File: config.mk
export PLATFORM = sky130hd
export DESIGN_NAME = dcc_channel
export DESIGN_NICKNAME = d
export VERILOG_FILES = /design/src/shared/dcc_pkg.sv /design/src/hw/dcc_channel.sv /design/src/hw/dcc_lane_enable.sv /design/src/hw/dcc_link_mem.sv
export VERILOG_INCLUDE_DIRS = /design/src /design/src/shared
export SDC_FILE = /design/constraint.sdc
export NUM_CORES = 1
export LEC_CHECK = 0
export BUFFER_PORTS_ARGS = -buffer_cell sky130_fd_sc_hd__buf_2
export CORE_ASPECT_RATIO = 0.7
export CORE_MARGIN = 1
export CORE_UTILIZATION = 60
export CTS_BUF_LIST = sky130_fd_sc_hd__clkbuf_16
export CTS_CLUSTER_SIZE = 16
export DETAILED_ROUTE_END_ITERATION = 10
export PLACE_DENSITY = 0.82
export SKIP_CTS_REPAIR_TIMING = 1
export SLEW_MARGIN = 20
export SYNTH_ARGS = -nofsm -noshare
export SYNTH_HDL_FRONTEND = slang
export SYNTH_SLANG_ARGS = --single-unit
File: constraint.sdc
create_clock -name CLK -period 12.3 [get_ports CLK]
set_clock_uncertainty 0.05 [all_clocks]
set_input_delay 2.46 -clock CLK [delete_from_list [all_inputs] [get_ports CLK]]
set_output_delay 2.46 -clock CLK [all_outputs]
set_load 0.03 [all_outputs]
File: src/shared/dcc_defines.svh
/*
 * Register offsets, field positions, reset values and counts of the DMA channel control block.
 * Assumes byte addresses on a 32-bit AHB-Lite register bus, one aligned word per register.
 */
`ifndef DCC_DEFINES_SVH
`define DCC_DEFINES_SVH

// ----------------------------------------------------------------
// Register offsets (byte addresses, low eight address bits)
// ----------------------------------------------------------------
`define DCC_OFS_CTL_LO 8'h00
`define DCC_OFS_CTL_HI 8'h04
`define DCC_OFS_SRC 8'h08
`define DCC_OFS_TGT 8'h0C
`define DCC_OFS_CNT 8'h10
`define DCC_OFS_STAT 8'h14
`define DCC_LINK_AREA 2'h1

// ----------------------------------------------------------------
// Transfer control low fields
// ----------------------------------------------------------------
`define DCC_LO_WINT 12
`define DCC_LO_BURST 9
`define DCC_LO_SW 7:6
`define DCC_LO_TW 5:4
`define DCC_LO_SBIG 3
`define DCC_LO_TBIG 2
`define DCC_LO_SINC 1
`define DCC_LO_TINC 0

// ----------------------------------------------------------------
// Chain control high fields
// ----------------------------------------------------------------
`define DCC_HI_HALT 15
`define DCC_HI_END 14
`define DCC_HI_RSVD 13:10
`define DCC_HI_LINK 9:8
`define DCC_HI_LEN 3:0

// ----------------------------------------------------------------
// Reset values and counts
// ----------------------------------------------------------------
`define DCC_CTL_LO_RST 16'h0000
`define DCC_CTL_HI_RST 16'hFF00
`define DCC_LEN_CODE_DEF 4'h0
`define DCC_BEATS_DEF 4'h4
`define DCC_LD_LAST 2'h3

`endif

File: src/shared/dcc_pkg.sv
/*
 * Types shared by the DMA channel control block.
 * Assumes the constants of dcc_defines.svh.
 */
package dcc_pkg;

    typedef enum logic [2:0] {
        DCC_IDLE = 3'h0,
        DCC_WAIT = 3'h1,
        DCC_REQ = 3'h3,
        DCC_RD = 3'h2,
        DCC_WR = 3'h6,
        DCC_STEP = 3'h7,
        DCC_LOAD = 3'h4
    } dcc_state_t;

    typedef enum logic [1:0] {
        DCC_W_BYTE = 2'h0,
        DCC_W_HALF = 2'h1,
        DCC_W_RSVD = 2'h2,
        DCC_W_WORD = 2'h3
    } dcc_width_t;

endpackage
File: src/hw/dcc_channel.sv
/*
 * One internal DMA channel: AHB-Lite register slave, link descriptor chaining, transfer engine.
 * Assumes a single-master system bus with grant, and a request/acknowledge memory port.
 */
// The register addresses and the AHB-Lite interface to the registers were chosen for this implementation.
`timescale 1ns/10ps
`include "dcc_defines.svh"

// Notes on behaviour
// - In wait mode, interrupt is sampled only from the clock after grant release.
// - Pacing bit 12 set waits for an interrupt per transfer; 0 runs back to back.
// - Bit 9 selects burst transactions using the length code, else single accesses.
// - Source width bits 7:6 with address and byte order form source byte enables of single accesses; bursts enable all four lanes.
// - Target width bits 5:4 with address and byte order form target byte enables of single accesses; bursts enable all four lanes.
// - Source byte order bit 3: one big endian, zero little endian.
// - Target byte order bit 2: one big endian, zero little endian.
// - Bit 1 advances source address after transactions; zero holds it.
// - Bit 0 advances target address after transactions; zero holds it.
// - Halt bit 15 resets set, stops at once, lets current bus access finish.
// - Chain end bit 14 resets set and stops at chain end; zero continues.
// - Software writes reserved link bits all ones or all zeros with chain end.
// - Link select 3,2,1,0 loads descriptor d,c,b,a when the count reaches zero.
// - Length code applies only in burst style; code 0 gives four words.
// - Count drops by one per transaction; zero goes straight to the next link.
// - Addresses advance by their transaction size when increment bits allow.
module dcc_channel (
    input wire logic CLK,
    input wire logic RST_B,
    input wire logic HSEL,
    input wire logic [31:0] HADDR,
    input wire logic [1:0] HTRANS,
    input wire logic HWRITE,
    input wire logic [2:0] HSIZE,
    input wire logic [31:0] HWDATA,
    input wire logic HREADY,
    output logic [31:0] HRDATA,
    output logic HREADYOUT,
    output logic HRESP,
    input wire logic DMA_IRQ,
    output logic BUS_REQ,
    input wire logic BUS_GNT,
    output logic MST_REQ,
    output logic MST_WRITE,
    output logic [31:0] MST_ADDR,
    output logic [3:0] MST_BE,
    output logic [31:0] MST_WDATA,
    input wire logic [31:0] MST_RDATA,
    input wire logic MST_ACK
);
    import dcc_pkg::*;

    function automatic logic is_link(input logic [7:0] a);
        is_link = (a[7:6] == `DCC_LINK_AREA);
    endfunction

    dcc_state_t state_r;
    logic [15:0] ctl_lo_r;
    logic [15:0] ctl_hi_r;
    logic [31:0] src_r;
    logic [31:0] tgt_r;
    logic [31:0] cnt_r;
    logic [31:0] data_r;
    logic [3:0] beat_r;
    logic gnt_q;
    logic [1:0] ld_link_r;
    logic [2:0] ld_idx_r;
    logic ld_vld_q;
    logic [1:0] ld_word_q;
    logic wr_q;
    logic mem_q;
    logic [7:0] addr_q;
    logic [31:0] rd_r;
    logic [31:0] rd_val;
    logic [31:0] mem_rdata;
    logic [3:0] mem_raddr;
    logic addr_ph;
    logic bus_mem_rd;
    logic ld_iss;
    logic halt;
    logic irq_ok;
    logic [3:0] beats;
    logic last_beat;
    logic [31:0] beat_ofs;
    logic [31:0] src_step;
    logic [31:0] tgt_step;
    logic [3:0] src_be;
    logic [3:0] tgt_be;

    // ----------------------------------------------------------------
    // Register bus slave
    // ----------------------------------------------------------------
    assign addr_ph = HSEL && HTRANS[1] && HREADY;
    assign bus_mem_rd = addr_ph && !HWRITE && is_link(HADDR[7:0]);
    assign HREADYOUT = 1'b1;
    assign HRESP = 1'b0;
    assign HRDATA = mem_q ? mem_rdata : rd_r;

    always_comb begin
        case (HADDR[7:0])
            `DCC_OFS_CTL_LO: rd_val = {16'h0000, ctl_lo_r};
            `DCC_OFS_CTL_HI: rd_val = {16'h0000, ctl_hi_r};
            `DCC_OFS_SRC: rd_val = src_r;
            `DCC_OFS_TGT: rd_val = tgt_r;
            `DCC_OFS_CNT: rd_val = cnt_r;
            `DCC_OFS_STAT: rd_val = {20'h00000, beat_r, 1'b0, state_r, 1'b0,
                (state_r == DCC_IDLE && cnt_r == 32'h0 && ctl_hi_r[`DCC_HI_END]),
                (state_r == DCC_WAIT), (state_r != DCC_IDLE)};
            default: rd_val = 32'h00000000;
        endcase
    end

    always_ff @(posedge CLK or negedge RST_B) begin
        if (!RST_B) begin
            wr_q <= 1'b0;
            mem_q <= 1'b0;
            addr_q <= 8'h00;
            rd_r <= 32'h00000000;
        end else begin
            wr_q <= addr_ph && HWRITE;
            mem_q <= bus_mem_rd;
            if (addr_ph) begin
                addr_q <= HADDR[7:0];
            end
            rd_r <= (addr_ph && !HWRITE) ? rd_val : 32'h00000000;
        end
    end

    // ----------------------------------------------------------------
    // Link descriptor storage
    // ----------------------------------------------------------------
    assign ld_iss = (state_r == DCC_LOAD) && !ld_idx_r[2] && !bus_mem_rd;
    assign mem_raddr = bus_mem_rd ? HADDR[5:2] : {ld_link_r, ld_idx_r[1:0]};

    dcc_link_mem u_mem (
        .CLK(CLK),
        .we(wr_q && is_link(addr_q)),
        .waddr(addr_q[5:2]),
        .wdata(HWDATA),
        .raddr(mem_raddr),
        .rdata(mem_rdata)
    );

    always_ff @(posedge CLK or negedge RST_B) begin
        if (!RST_B) begin
            ld_link_r <= 2'h0;
            ld_idx_r <= 3'h0;
            ld_vld_q <= 1'b0;
            ld_word_q <= 2'h0;
        end else begin
            ld_vld_q <= ld_iss;
            ld_word_q <= ld_idx_r[1:0];
            if (state_r != DCC_LOAD) begin
                ld_link_r <= ctl_hi_r[`DCC_HI_LINK];
                ld_idx_r <= 3'h0;
            end else if (ld_iss) begin
                ld_idx_r <= ld_idx_r + 3'h1;
            end
        end
    end

    // ----------------------------------------------------------------
    // Control registers
    // ----------------------------------------------------------------
    // Reserved link bits are kept as written; software keeps them equal to chain end.
    always_ff @(posedge CLK or negedge RST_B) begin
        if (!RST_B) begin
            ctl_lo_r <= `DCC_CTL_LO_RST;
            ctl_hi_r <= `DCC_CTL_HI_RST;
        end else begin
            if (ld_vld_q && ld_word_q == 2'h0) begin
                ctl_lo_r <= mem_rdata[15:0];
                ctl_hi_r <= mem_rdata[31:16];
            end
            if (wr_q && addr_q == `DCC_OFS_CTL_LO) begin
                ctl_lo_r <= HWDATA[15:0];
            end
            if (wr_q && addr_q == `DCC_OFS_CTL_HI) begin
                ctl_hi_r <= HWDATA[15:0];
            end
        end
    end

    // ----------------------------------------------------------------
    // Transaction sizing
    // ----------------------------------------------------------------
    assign halt = ctl_hi_r[`DCC_HI_HALT];
    assign irq_ok = !BUS_GNT && !gnt_q;

    always_comb begin
        if (!ctl_lo_r[`DCC_LO_BURST]) begin
            beats = 4'h1;
        end else if (ctl_hi_r[`DCC_HI_LEN] == `DCC_LEN_CODE_DEF) begin
            beats = `DCC_BEATS_DEF;
        end else begin
            beats = ctl_hi_r[`DCC_HI_LEN];
        end
    end

    assign last_beat = (beat_r == beats - 4'h1);
    assign beat_ofs = {26'h0, beat_r, 2'h0};

    always_comb begin
        if (ctl_lo_r[`DCC_LO_BURST]) begin
            src_step = {26'h0, beats, 2'h0};
            tgt_step = {26'h0, beats, 2'h0};
        end else begin
            case (dcc_width_t'(ctl_lo_r[`DCC_LO_SW]))
                DCC_W_BYTE: src_step = 32'h1;
                DCC_W_HALF: src_step = 32'h2;
                DCC_W_WORD: src_step = 32'h4;
                default: src_step = 32'h0;
            endcase
            case (dcc_width_t'(ctl_lo_r[`DCC_LO_TW]))
                DCC_W_BYTE: tgt_step = 32'h1;
                DCC_W_HALF: tgt_step = 32'h2;
                DCC_W_WORD: tgt_step = 32'h4;
                default: tgt_step = 32'h0;
            endcase
        end
    end

    dcc_lane_enable u_src_be (
        .width(dcc_width_t'(ctl_lo_r[`DCC_LO_SW])),
        .addr(src_r[1:0]),
        .big(ctl_lo_r[`DCC_LO_SBIG]),
        .be(src_be)
    );

    dcc_lane_enable u_tgt_be (
        .width(dcc_width_t'(ctl_lo_r[`DCC_LO_TW])),
        .addr(tgt_r[1:0]),
        .big(ctl_lo_r[`DCC_LO_TBIG]),
        .be(tgt_be)
    );

    // ----------------------------------------------------------------
    // Channel sequencer
    // ----------------------------------------------------------------
    always_ff @(posedge CLK or negedge RST_B) begin
        if (!RST_B) begin
            state_r <= DCC_IDLE;
        end else begin
            case (state_r)
                DCC_IDLE: begin
                    if (!halt) begin
                        if (cnt_r == 32'h0) begin
                            if (!ctl_hi_r[`DCC_HI_END]) begin
                                state_r <= DCC_LOAD;
                            end
                        end else if (ctl_lo_r[`DCC_LO_WINT]) begin
                            state_r <= DCC_WAIT;
                        end else begin
                            state_r <= DCC_REQ;
                        end
                    end
                end
                DCC_WAIT: begin
                    if (halt) begin
                        state_r <= DCC_IDLE;
                    end else if (irq_ok && DMA_IRQ) begin
                        state_r <= DCC_REQ;
                    end
                end
                DCC_REQ: begin
                    if (halt) begin
                        state_r <= DCC_IDLE;
                    end else if (BUS_GNT) begin
                        state_r <= DCC_RD;
                    end
                end
                DCC_RD: begin
                    if (MST_ACK) begin
                        state_r <= halt ? DCC_IDLE : DCC_WR;
                    end
                end
                DCC_WR: begin
                    if (MST_ACK) begin
                        if (halt) begin
                            state_r <= DCC_IDLE;
                        end else if (last_beat) begin
                            state_r <= DCC_STEP;
                        end else begin
                            state_r <= DCC_RD;
                        end
                    end
                end
                DCC_STEP: state_r <= DCC_IDLE;
                DCC_LOAD: begin
                    if (halt || (ld_vld_q && ld_word_q == `DCC_LD_LAST)) begin
                        state_r <= DCC_IDLE;
                    end
                end
                default: state_r <= DCC_IDLE;
            endcase
        end
    end

    always_ff @(posedge CLK or negedge RST_B) begin
        if (!RST_B) begin
            gnt_q <= 1'b0;
            beat_r <= 4'h0;
            data_r <= 32'h00000000;
        end else begin
            gnt_q <= BUS_GNT;
            if (state_r == DCC_REQ) begin
                beat_r <= 4'h0;
            end else if (state_r == DCC_WR && MST_ACK) begin
                beat_r <= beat_r + 4'h1;
            end
            if (state_r == DCC_RD && MST_ACK) begin
                data_r <= MST_RDATA;
            end
        end
    end

    // ----------------------------------------------------------------
    // Address and count registers
    // ----------------------------------------------------------------
    always_ff @(posedge CLK or negedge RST_B) begin
        if (!RST_B) begin
            src_r <= 32'h00000000;
            tgt_r <= 32'h00000000;
            cnt_r <= 32'h00000000;
        end else begin
            if (state_r == DCC_STEP) begin
                cnt_r <= cnt_r - 32'h1;
                if (ctl_lo_r[`DCC_LO_SINC]) begin
                    src_r <= src_r + src_step;
                end
                if (ctl_lo_r[`DCC_LO_TINC]) begin
                    tgt_r <= tgt_r + tgt_step;
                end
            end
            if (ld_vld_q && ld_word_q == 2'h1) begin
                src_r <= mem_rdata;
            end
            if (ld_vld_q && ld_word_q == 2'h2) begin
                tgt_r <= mem_rdata;
            end
            if (ld_vld_q && ld_word_q == 2'h3) begin
                cnt_r <= mem_rdata;
            end
            if (wr_q && addr_q == `DCC_OFS_SRC) begin
                src_r <= HWDATA;
            end
            if (wr_q && addr_q == `DCC_OFS_TGT) begin
                tgt_r <= HWDATA;
            end
            if (wr_q && addr_q == `DCC_OFS_CNT) begin
                cnt_r <= HWDATA;
            end
        end
    end

    // ----------------------------------------------------------------
    // System bus master port
    // ----------------------------------------------------------------
    assign BUS_REQ = (state_r == DCC_REQ) || (state_r == DCC_RD) || (state_r == DCC_WR);
    assign MST_REQ = (state_r == DCC_RD) || (state_r == DCC_WR);
    assign MST_WRITE = (state_r == DCC_WR);
    assign MST_WDATA = data_r;

    // Within a burst each beat moves one word past the transaction base.
    always_comb begin
        if (state_r == DCC_WR) begin
            MST_ADDR = ctl_lo_r[`DCC_LO_BURST] ? tgt_r + beat_ofs : tgt_r;
            MST_BE = ctl_lo_r[`DCC_LO_BURST] ? 4'hF : tgt_be;
        end else if (state_r == DCC_RD) begin
            MST_ADDR = ctl_lo_r[`DCC_LO_BURST] ? src_r + beat_ofs : src_r;
            MST_BE = ctl_lo_r[`DCC_LO_BURST] ? 4'hF : src_be;
        end else begin
            MST_ADDR = 32'h00000000;
            MST_BE = 4'h0;
        end
    end
endmodule

File: src/hw/dcc_lane_enable.sv
/*
 * Byte enables from access width, low address bits and byte order.
 * Assumes lane 0 carries data bits 7:0.
 */
`timescale 1ns/10ps
module dcc_lane_enable (
    input dcc_pkg::dcc_width_t width,
    input wire logic [1:0] addr,
    input wire logic big,
    output logic [3:0] be
);
    import dcc_pkg::*;

    logic [3:0] le;

    always_comb begin
        case (width)
            DCC_W_BYTE: le = 4'h1 << addr;
            DCC_W_HALF: le = addr[1] ? 4'hC : 4'h3;
            DCC_W_WORD: le = 4'hF;
            default: le = 4'h0;
        endcase
        be = big ? {le[0], le[1], le[2], le[3]} : le;
    end
endmodule

File: src/hw/dcc_link_mem.sv
/*
 * Storage for the four chained link descriptors, four words each.
 * Assumes one write and one read per clock; read data comes from a register.
 */
`timescale 1ns/10ps
module dcc_link_mem (
    input wire logic CLK,
    input wire logic we,
    input wire logic [3:0] waddr,
    input wire logic [31:0] wdata,
    input wire logic [3:0] raddr,
    output logic [31:0] rdata
);
    logic [31:0] mem [0:15];

    always_ff @(posedge CLK) begin
        if (we) begin
            mem[waddr] <= wdata;
        end
    end

    // A write and a read of the same word in one cycle return the new word.
    always_ff @(posedge CLK) begin
        if (we && waddr == raddr) begin
            rdata <= wdata;
        end else begin
            rdata <= mem[raddr];
        end
    end
endmodule

[Yosys cells after proc, flatten, opt, wreduce, memory -nomap -nowiden]
Memory sizes are Yosys's and may differ from the RTL's. A register that Yosys moved wholly into a read port is not among the register bits.
Index checks and enable logic that the tools add are counted.
W data, S select, Z words.
Cells by class
  add/sub/neg operators: 8
  $mul: 0
  div/mod/pow operators: 0
  order comparisons: 0
  equality and inequality tests: 33
  shifts and indexed selects: 2
  multiplexer cells: 60
  bitwise gates (word level): 0
  reductions and logical operators: 53
Operator list (count)
  $mux W32: 17
  $pmux W32 S6: 1
  $add A32 B32 Y32: 2
  $add A32 B6 Y32: 2
  $mux W16: 4
  $mux W4: 13
  $mux W3: 15
  $eq A8 B4 Y1 const B: 4
  $logic_not A32 Y1: 1
  $sub A32 B1 Y32 const B: 1
  $eq A8 B5 Y1 const B: 3
  $pmux W4 S3: 2
  $logic_and A1 B1 Y1: 23
  $pmux W3 S3: 2
  $pmux W3 S6: 1
  $reduce_bool A3 Y1: 6
  $eq A8 B3 Y1 const B: 2
  $logic_not A8 Y1: 2
  $mux W6: 2
  $eq A2 B1 Y1 const B: 5
  $eq A3 B3 Y1 const B: 3
  $ne A3 B3 Y1 const B: 3
  $eq A2 B2 Y1 const B: 4
  $reduce_bool A2 Y1: 4
  19 further kinds: 34
Word-level totals
  flip-flop bits (word level): 218
  bits in latches: 0
  bits in writable memories: 512
  bits in read-only memories: 0
  input bits: 109
  output and inout bits: 105
  logic and storage cells: 174
  memories kept: 1
Memory list
  u_mem.mem: depth 16, bits a word 32, read ports 1, clocked after memory_dff 1, write ports 1, RTL line dcc_link_mem.sv:14  | logic [31:0] mem [0:15];

[Logic depth before layout (Yosys ltp)]
  depth in word-level cells: 9
  gate-level depth with buffers: 13
  gate-level depth less buffers: 10

[Hierarchy]
From an unflattened synthesis, not the netlist that was laid out.
Second synthesis, totals
  cell total of the unflattened synthesis: 2678
  area total of the unflattened synthesis: 35062.4 um^2
Modules (own cells, without submodules)
  dcc_link_mem: instances 1, cells each 810, area an instance 19274.7 um^2, seq. area each 15454.8 um^2
  dcc_channel: instances 1, cells each 1846, area an instance 15665.0 um^2, seq. area each 5465.2 um^2
  dcc_lane_enable: instances 2, cells each 11, area an instance 61.3 um^2, seq. area each 0.0 um^2

[Worst setup path after synthesis]
OpenSTA, ideal clock, no wires.
  path kind: register -> output
  from: reg tgt_r[3]
  to: out MST_ADDR[14]
  arrival: 2854 ps
  data required time: 9790 ps
  path slack: 6936 ps
  cell stages (with the launch flop): 10
  buffers on the path: 1
  path through: dfrtp_1 -> clkbuf_1 -> inv_1 -> fa_1 -> nand2b_1 -> a21oi_1 -> nand3_1 -> xnor2_1 -> nor2_1 -> a211oi_1
Between the ends
  longest elaborated chain between the ends: 3
RTL lines
  from (decl): RTL line dcc_channel.sv:60  | logic [31:0] tgt_r;
  from (signal assigned): RTL line dcc_channel.sv:331  | tgt_r <= tgt_r + tgt_step;
  from (signal assigned): RTL line dcc_channel.sv:338  | tgt_r <= mem_rdata;
  $add A32 B6 Y32: RTL line dcc_channel.sv:366  | MST_ADDR = ctl_lo_r[`DCC_LO_BURST] ? tgt_r + beat_ofs : tgt_r;
  $mux W32: RTL line dcc_channel.sv:366
  $mux W32: RTL line dcc_channel.sv:365  | if (state_r == DCC_WR) begin
  to (decl): RTL line dcc_channel.sv:44  | output logic [31:0] MST_ADDR,
Every way passes these cells.

==> results.tsv <==
stage	metric	value	unit
routing	drc	0	
synth	netlist_area	35300	sq um
timing	setup_tns	0	ns
floorplanning	row_count	74	
power	max-vdd-ir-drop	0.230	mV
grt	grt_usage	39.4	%
routing	drt-wirelength-per-cell	32.4	microns
worst_setup_path	path_cells	buf_4, buf_4, mux4_2, a22oi_1, nand2_1, mux2_2, buf_2	
timing	worst_slew_pin_slew	1.30	ns
synth	ys_seq_area_share	59.2	%
floorplanning	die_y	205	microns
synth	yosysUniqueCellTypes	96	
power	power_leakage	13.8	nW
timing	fmax	140	MHz
floorplanning	core-area	58200	sq um
synth	synthArstFlopShare	29.7	%
grt	met3_usage	15.1	%
timing	hold_slack	0.393	ns
placement	pre_cts_ws	5.89	ns
job	cap_violations	0	
timing	fin_crit	7.14	ns
routing	dr.pass1.iters	6	
worst_setup_path	cpMaxStageDelayCell	buf_4	
floorplanning	die_x	292	microns
timing	period_share	58.0	%
status	status	finished clean	
worst_setup_path	crit_path_end_kind	output pin	
worst_setup_path	cp_data_required_time	9.79	ns
timing	setup_viol	0	
finish	multi_input_area	13600	sq um
routing	wl	117	mm
power	power_density	195	nW/um^2
timing	slew_viol_final	0	
synth	syn_area_per_cell	13.3	sq um
clock_tree	cts_tree	yes	
worst_setup_path	cp_max_fo	67	
floorplanning	pin_count	214	
routing	num_vias	26181	
placement	io_buffer_count	183	
synth	syn-instance-count	2662	
routing	first_iter_violations	3919	
synth	ys_ff_latch	734	
grt	use_met1	56.1	%
clock_tree	clock-sinks	734	
routing	drtAntennaViolNets	0	
worst_setup_path	crit_top_cell	buf_4	
finish	layout_commonest_cell	edfxtp_1	
finish	n_fill_cell	3973	
synth	ys.flop_type	edfxtp_1	
floorplanning	die_area	59900	sq um
grt	antenna_found_initial	4	
timing	hold_violations	0	
finish	layout-drive-gt1-share	23.6	%
worst_setup_path	crit_path_start_kind	flip-flop	
placement	hpwl	77.6	mm
timing	relSlewSlack	12.4	%
worst_setup_path	slowest_delay	0.91	ns
grt	use_met2	56.3	%
grt	grt_pass1_vias	25196	
finish	seqCellArea	20900	sq um
clock_tree	cts_root_buf	clkbuf_16	
clock_tree	path_clk_slew	0.07	ns
clock_tree	h-tree-depth	3	
synth	yosysWarnings	0	
clock_tree	cts_buffers	71	
floorplanning	start_util	60.7	%
synth	synth_edf_count	512	
grt	grt_max_degree	83	
grt	top_usage_layer	met2	
timing	setup_ws	5.16	ns
synth	syn-num-nets	2797	
finish	layout_common_cells	edfxtp_1, dfrtp_1, nor2_1, buf_2, nand2_1	
finish	fin_util	67.9	%
clock_tree	clock_latency	0.65	ns
finish	area_delta_synth_final	11.9	%
worst_setup_path	cp.arrival	4.63	ns
timing	rsz0062_at_grt	no	
grt	grt_pass1_wl	169	mm
grt	globalRoute.totalOverflow	0	
worst_setup_path	path_class	reg2out	
worst_hold_path	hold_class	reg2reg	
finish	nets	2935	
clock_tree	cts.path.max_buffers	3	
placement	place_congestion	1.05	
routing	viasPerCell	7.23	
per-layer routing:
layer  share of wire, %  up-vias
met1                 39    13132
met3                 15      293
met2                 43     2159
li1                   -    10589
met4                3.1        8
met5              0.066        -
kinds of logic (layout without fill, tap and decap cells):
group / Yosys count / in the layout / synth area share, %
AO/OA/AOI/OAI: 552 / 552 / 10.2
flip-flops: 734 / 734 / 59.2
XOR/XNOR: 102 / 102 / 2.53
multiplexers: 310 / 310 / 14.4
AND/OR/NAND/NOR: 705 / 705 / 9.87
buffers and inverters: 230 / 426 / 2.76
other: 2 / 7 / 0.0213
adder cells (fa/ha/maj): 27 / 27 / 1.03
area by class of cell:
class / instances / area share, %
diodes: 5 / 0.0317
clock buffers: 71 / 4.49
clock inverters: 60 / 1.58
flip-flops and latches: 734 / 53.0
inverters: 39 / 0.370
repair buffers: 256 / 3.73
well taps: 760 / 2.41
multi-input cells: 1698 / 34.4
sequential cells by signal, indices dropped and copies added, names as in the netlist, 3 cells and up, named ones only:
name       count
u_mem.mem    512
MST_WDATA     32
cnt_r         32
rd_r          32
src_r         32
tgt_r         32
ctl_hi_r      16
ctl_lo_r      16
addr_q         8
beat_r         4
ld_idx_r       3
state_r        3
critical path, delay by kind of cell (launching register included):
kind                   cells  cell delay (ns)
buffers and inverters      3             1.89
multiplexers               2             0.84
AO/OA/AOI/OAI              1             0.63
flip-flops                 1             0.33
AND/OR/NAND/NOR            1             0.21
Yosys cell counts (16+ instances only):
cell type	count	area (sq um)
xnor2_1	58	508
nand4_1	28	175
xor2_1	44	385
buf_1	20	75.1
a21oi_1	114	571
clkbuf_1	124	465
inv_1	37	139
buf_2	32	160
nand3_1	52	260
a221oi_1	16	140
a22oi_1	40	300
nand2_1	179	672
nor3_1	56	280
mux4_2	151	3400
and2_1	17	106
nor4_1	17	106
a22o_1	17	149
o21ai_0	137	686
a211oi_1	27	203
nor2_1	221	830
a31oi_1	25	156
ha_1	22	275
o22ai_1	43	269
nor2b_1	18	113
mux2i_1	73	731
o211ai_1	16	120
mux2_2	86	968
dfrtp_1	210	5260
edfxtp_1	512	15400
and3_1	23	144
where the power goes:
group	switching (mW)	internal, mW	leakage [nW]
clock network	1.01	1.25	1.21
logic	1.41	0.800	5.38
registers	0.398	2.86	7.26
total	2.82	4.91	13.8
final timing paths:
kind / startpoint / endpoint / slack, ns / cells past startpoint
worst max register to register: flip-flop / src_r[16]$_DFFE_PN0P_ / 8.14 / 7
min in group asynchronous: RST_B / beat_r[1]$_DFFE_PN0P_ / 1.75 / 1
worst min-delay path: ld_idx_r[1]$_DFFE_PN0P_ / ld_word_q[1]$_DFF_PN0_ / 0.39 / 0
worst min register to register: ld_idx_r[1]$_DFFE_PN0P_ / ld_word_q[1]$_DFF_PN0_ / 0.39 / 0
max in group asynchronous: RST_B / tgt_r[8]$_DFFE_PN0P_ / 8.86 / 2
worst max-delay path: flip-flop / HRDATA[16] / 5.16 / 7
metrics by stage:
stage / total power [mW] / instance area, sq um / instances
floorplan: 4.59 / 35300 / 2662
global placement: 5.34 / 37100 / 3486
detailed placement: 5.41 / 37100 / 3486
CTS: 7.65 / 39500 / 3617
global route: 7.96 / 39500 / 3618
finish: 7.73 / 39500 / 3623
(Power assumes the default switching activity.)
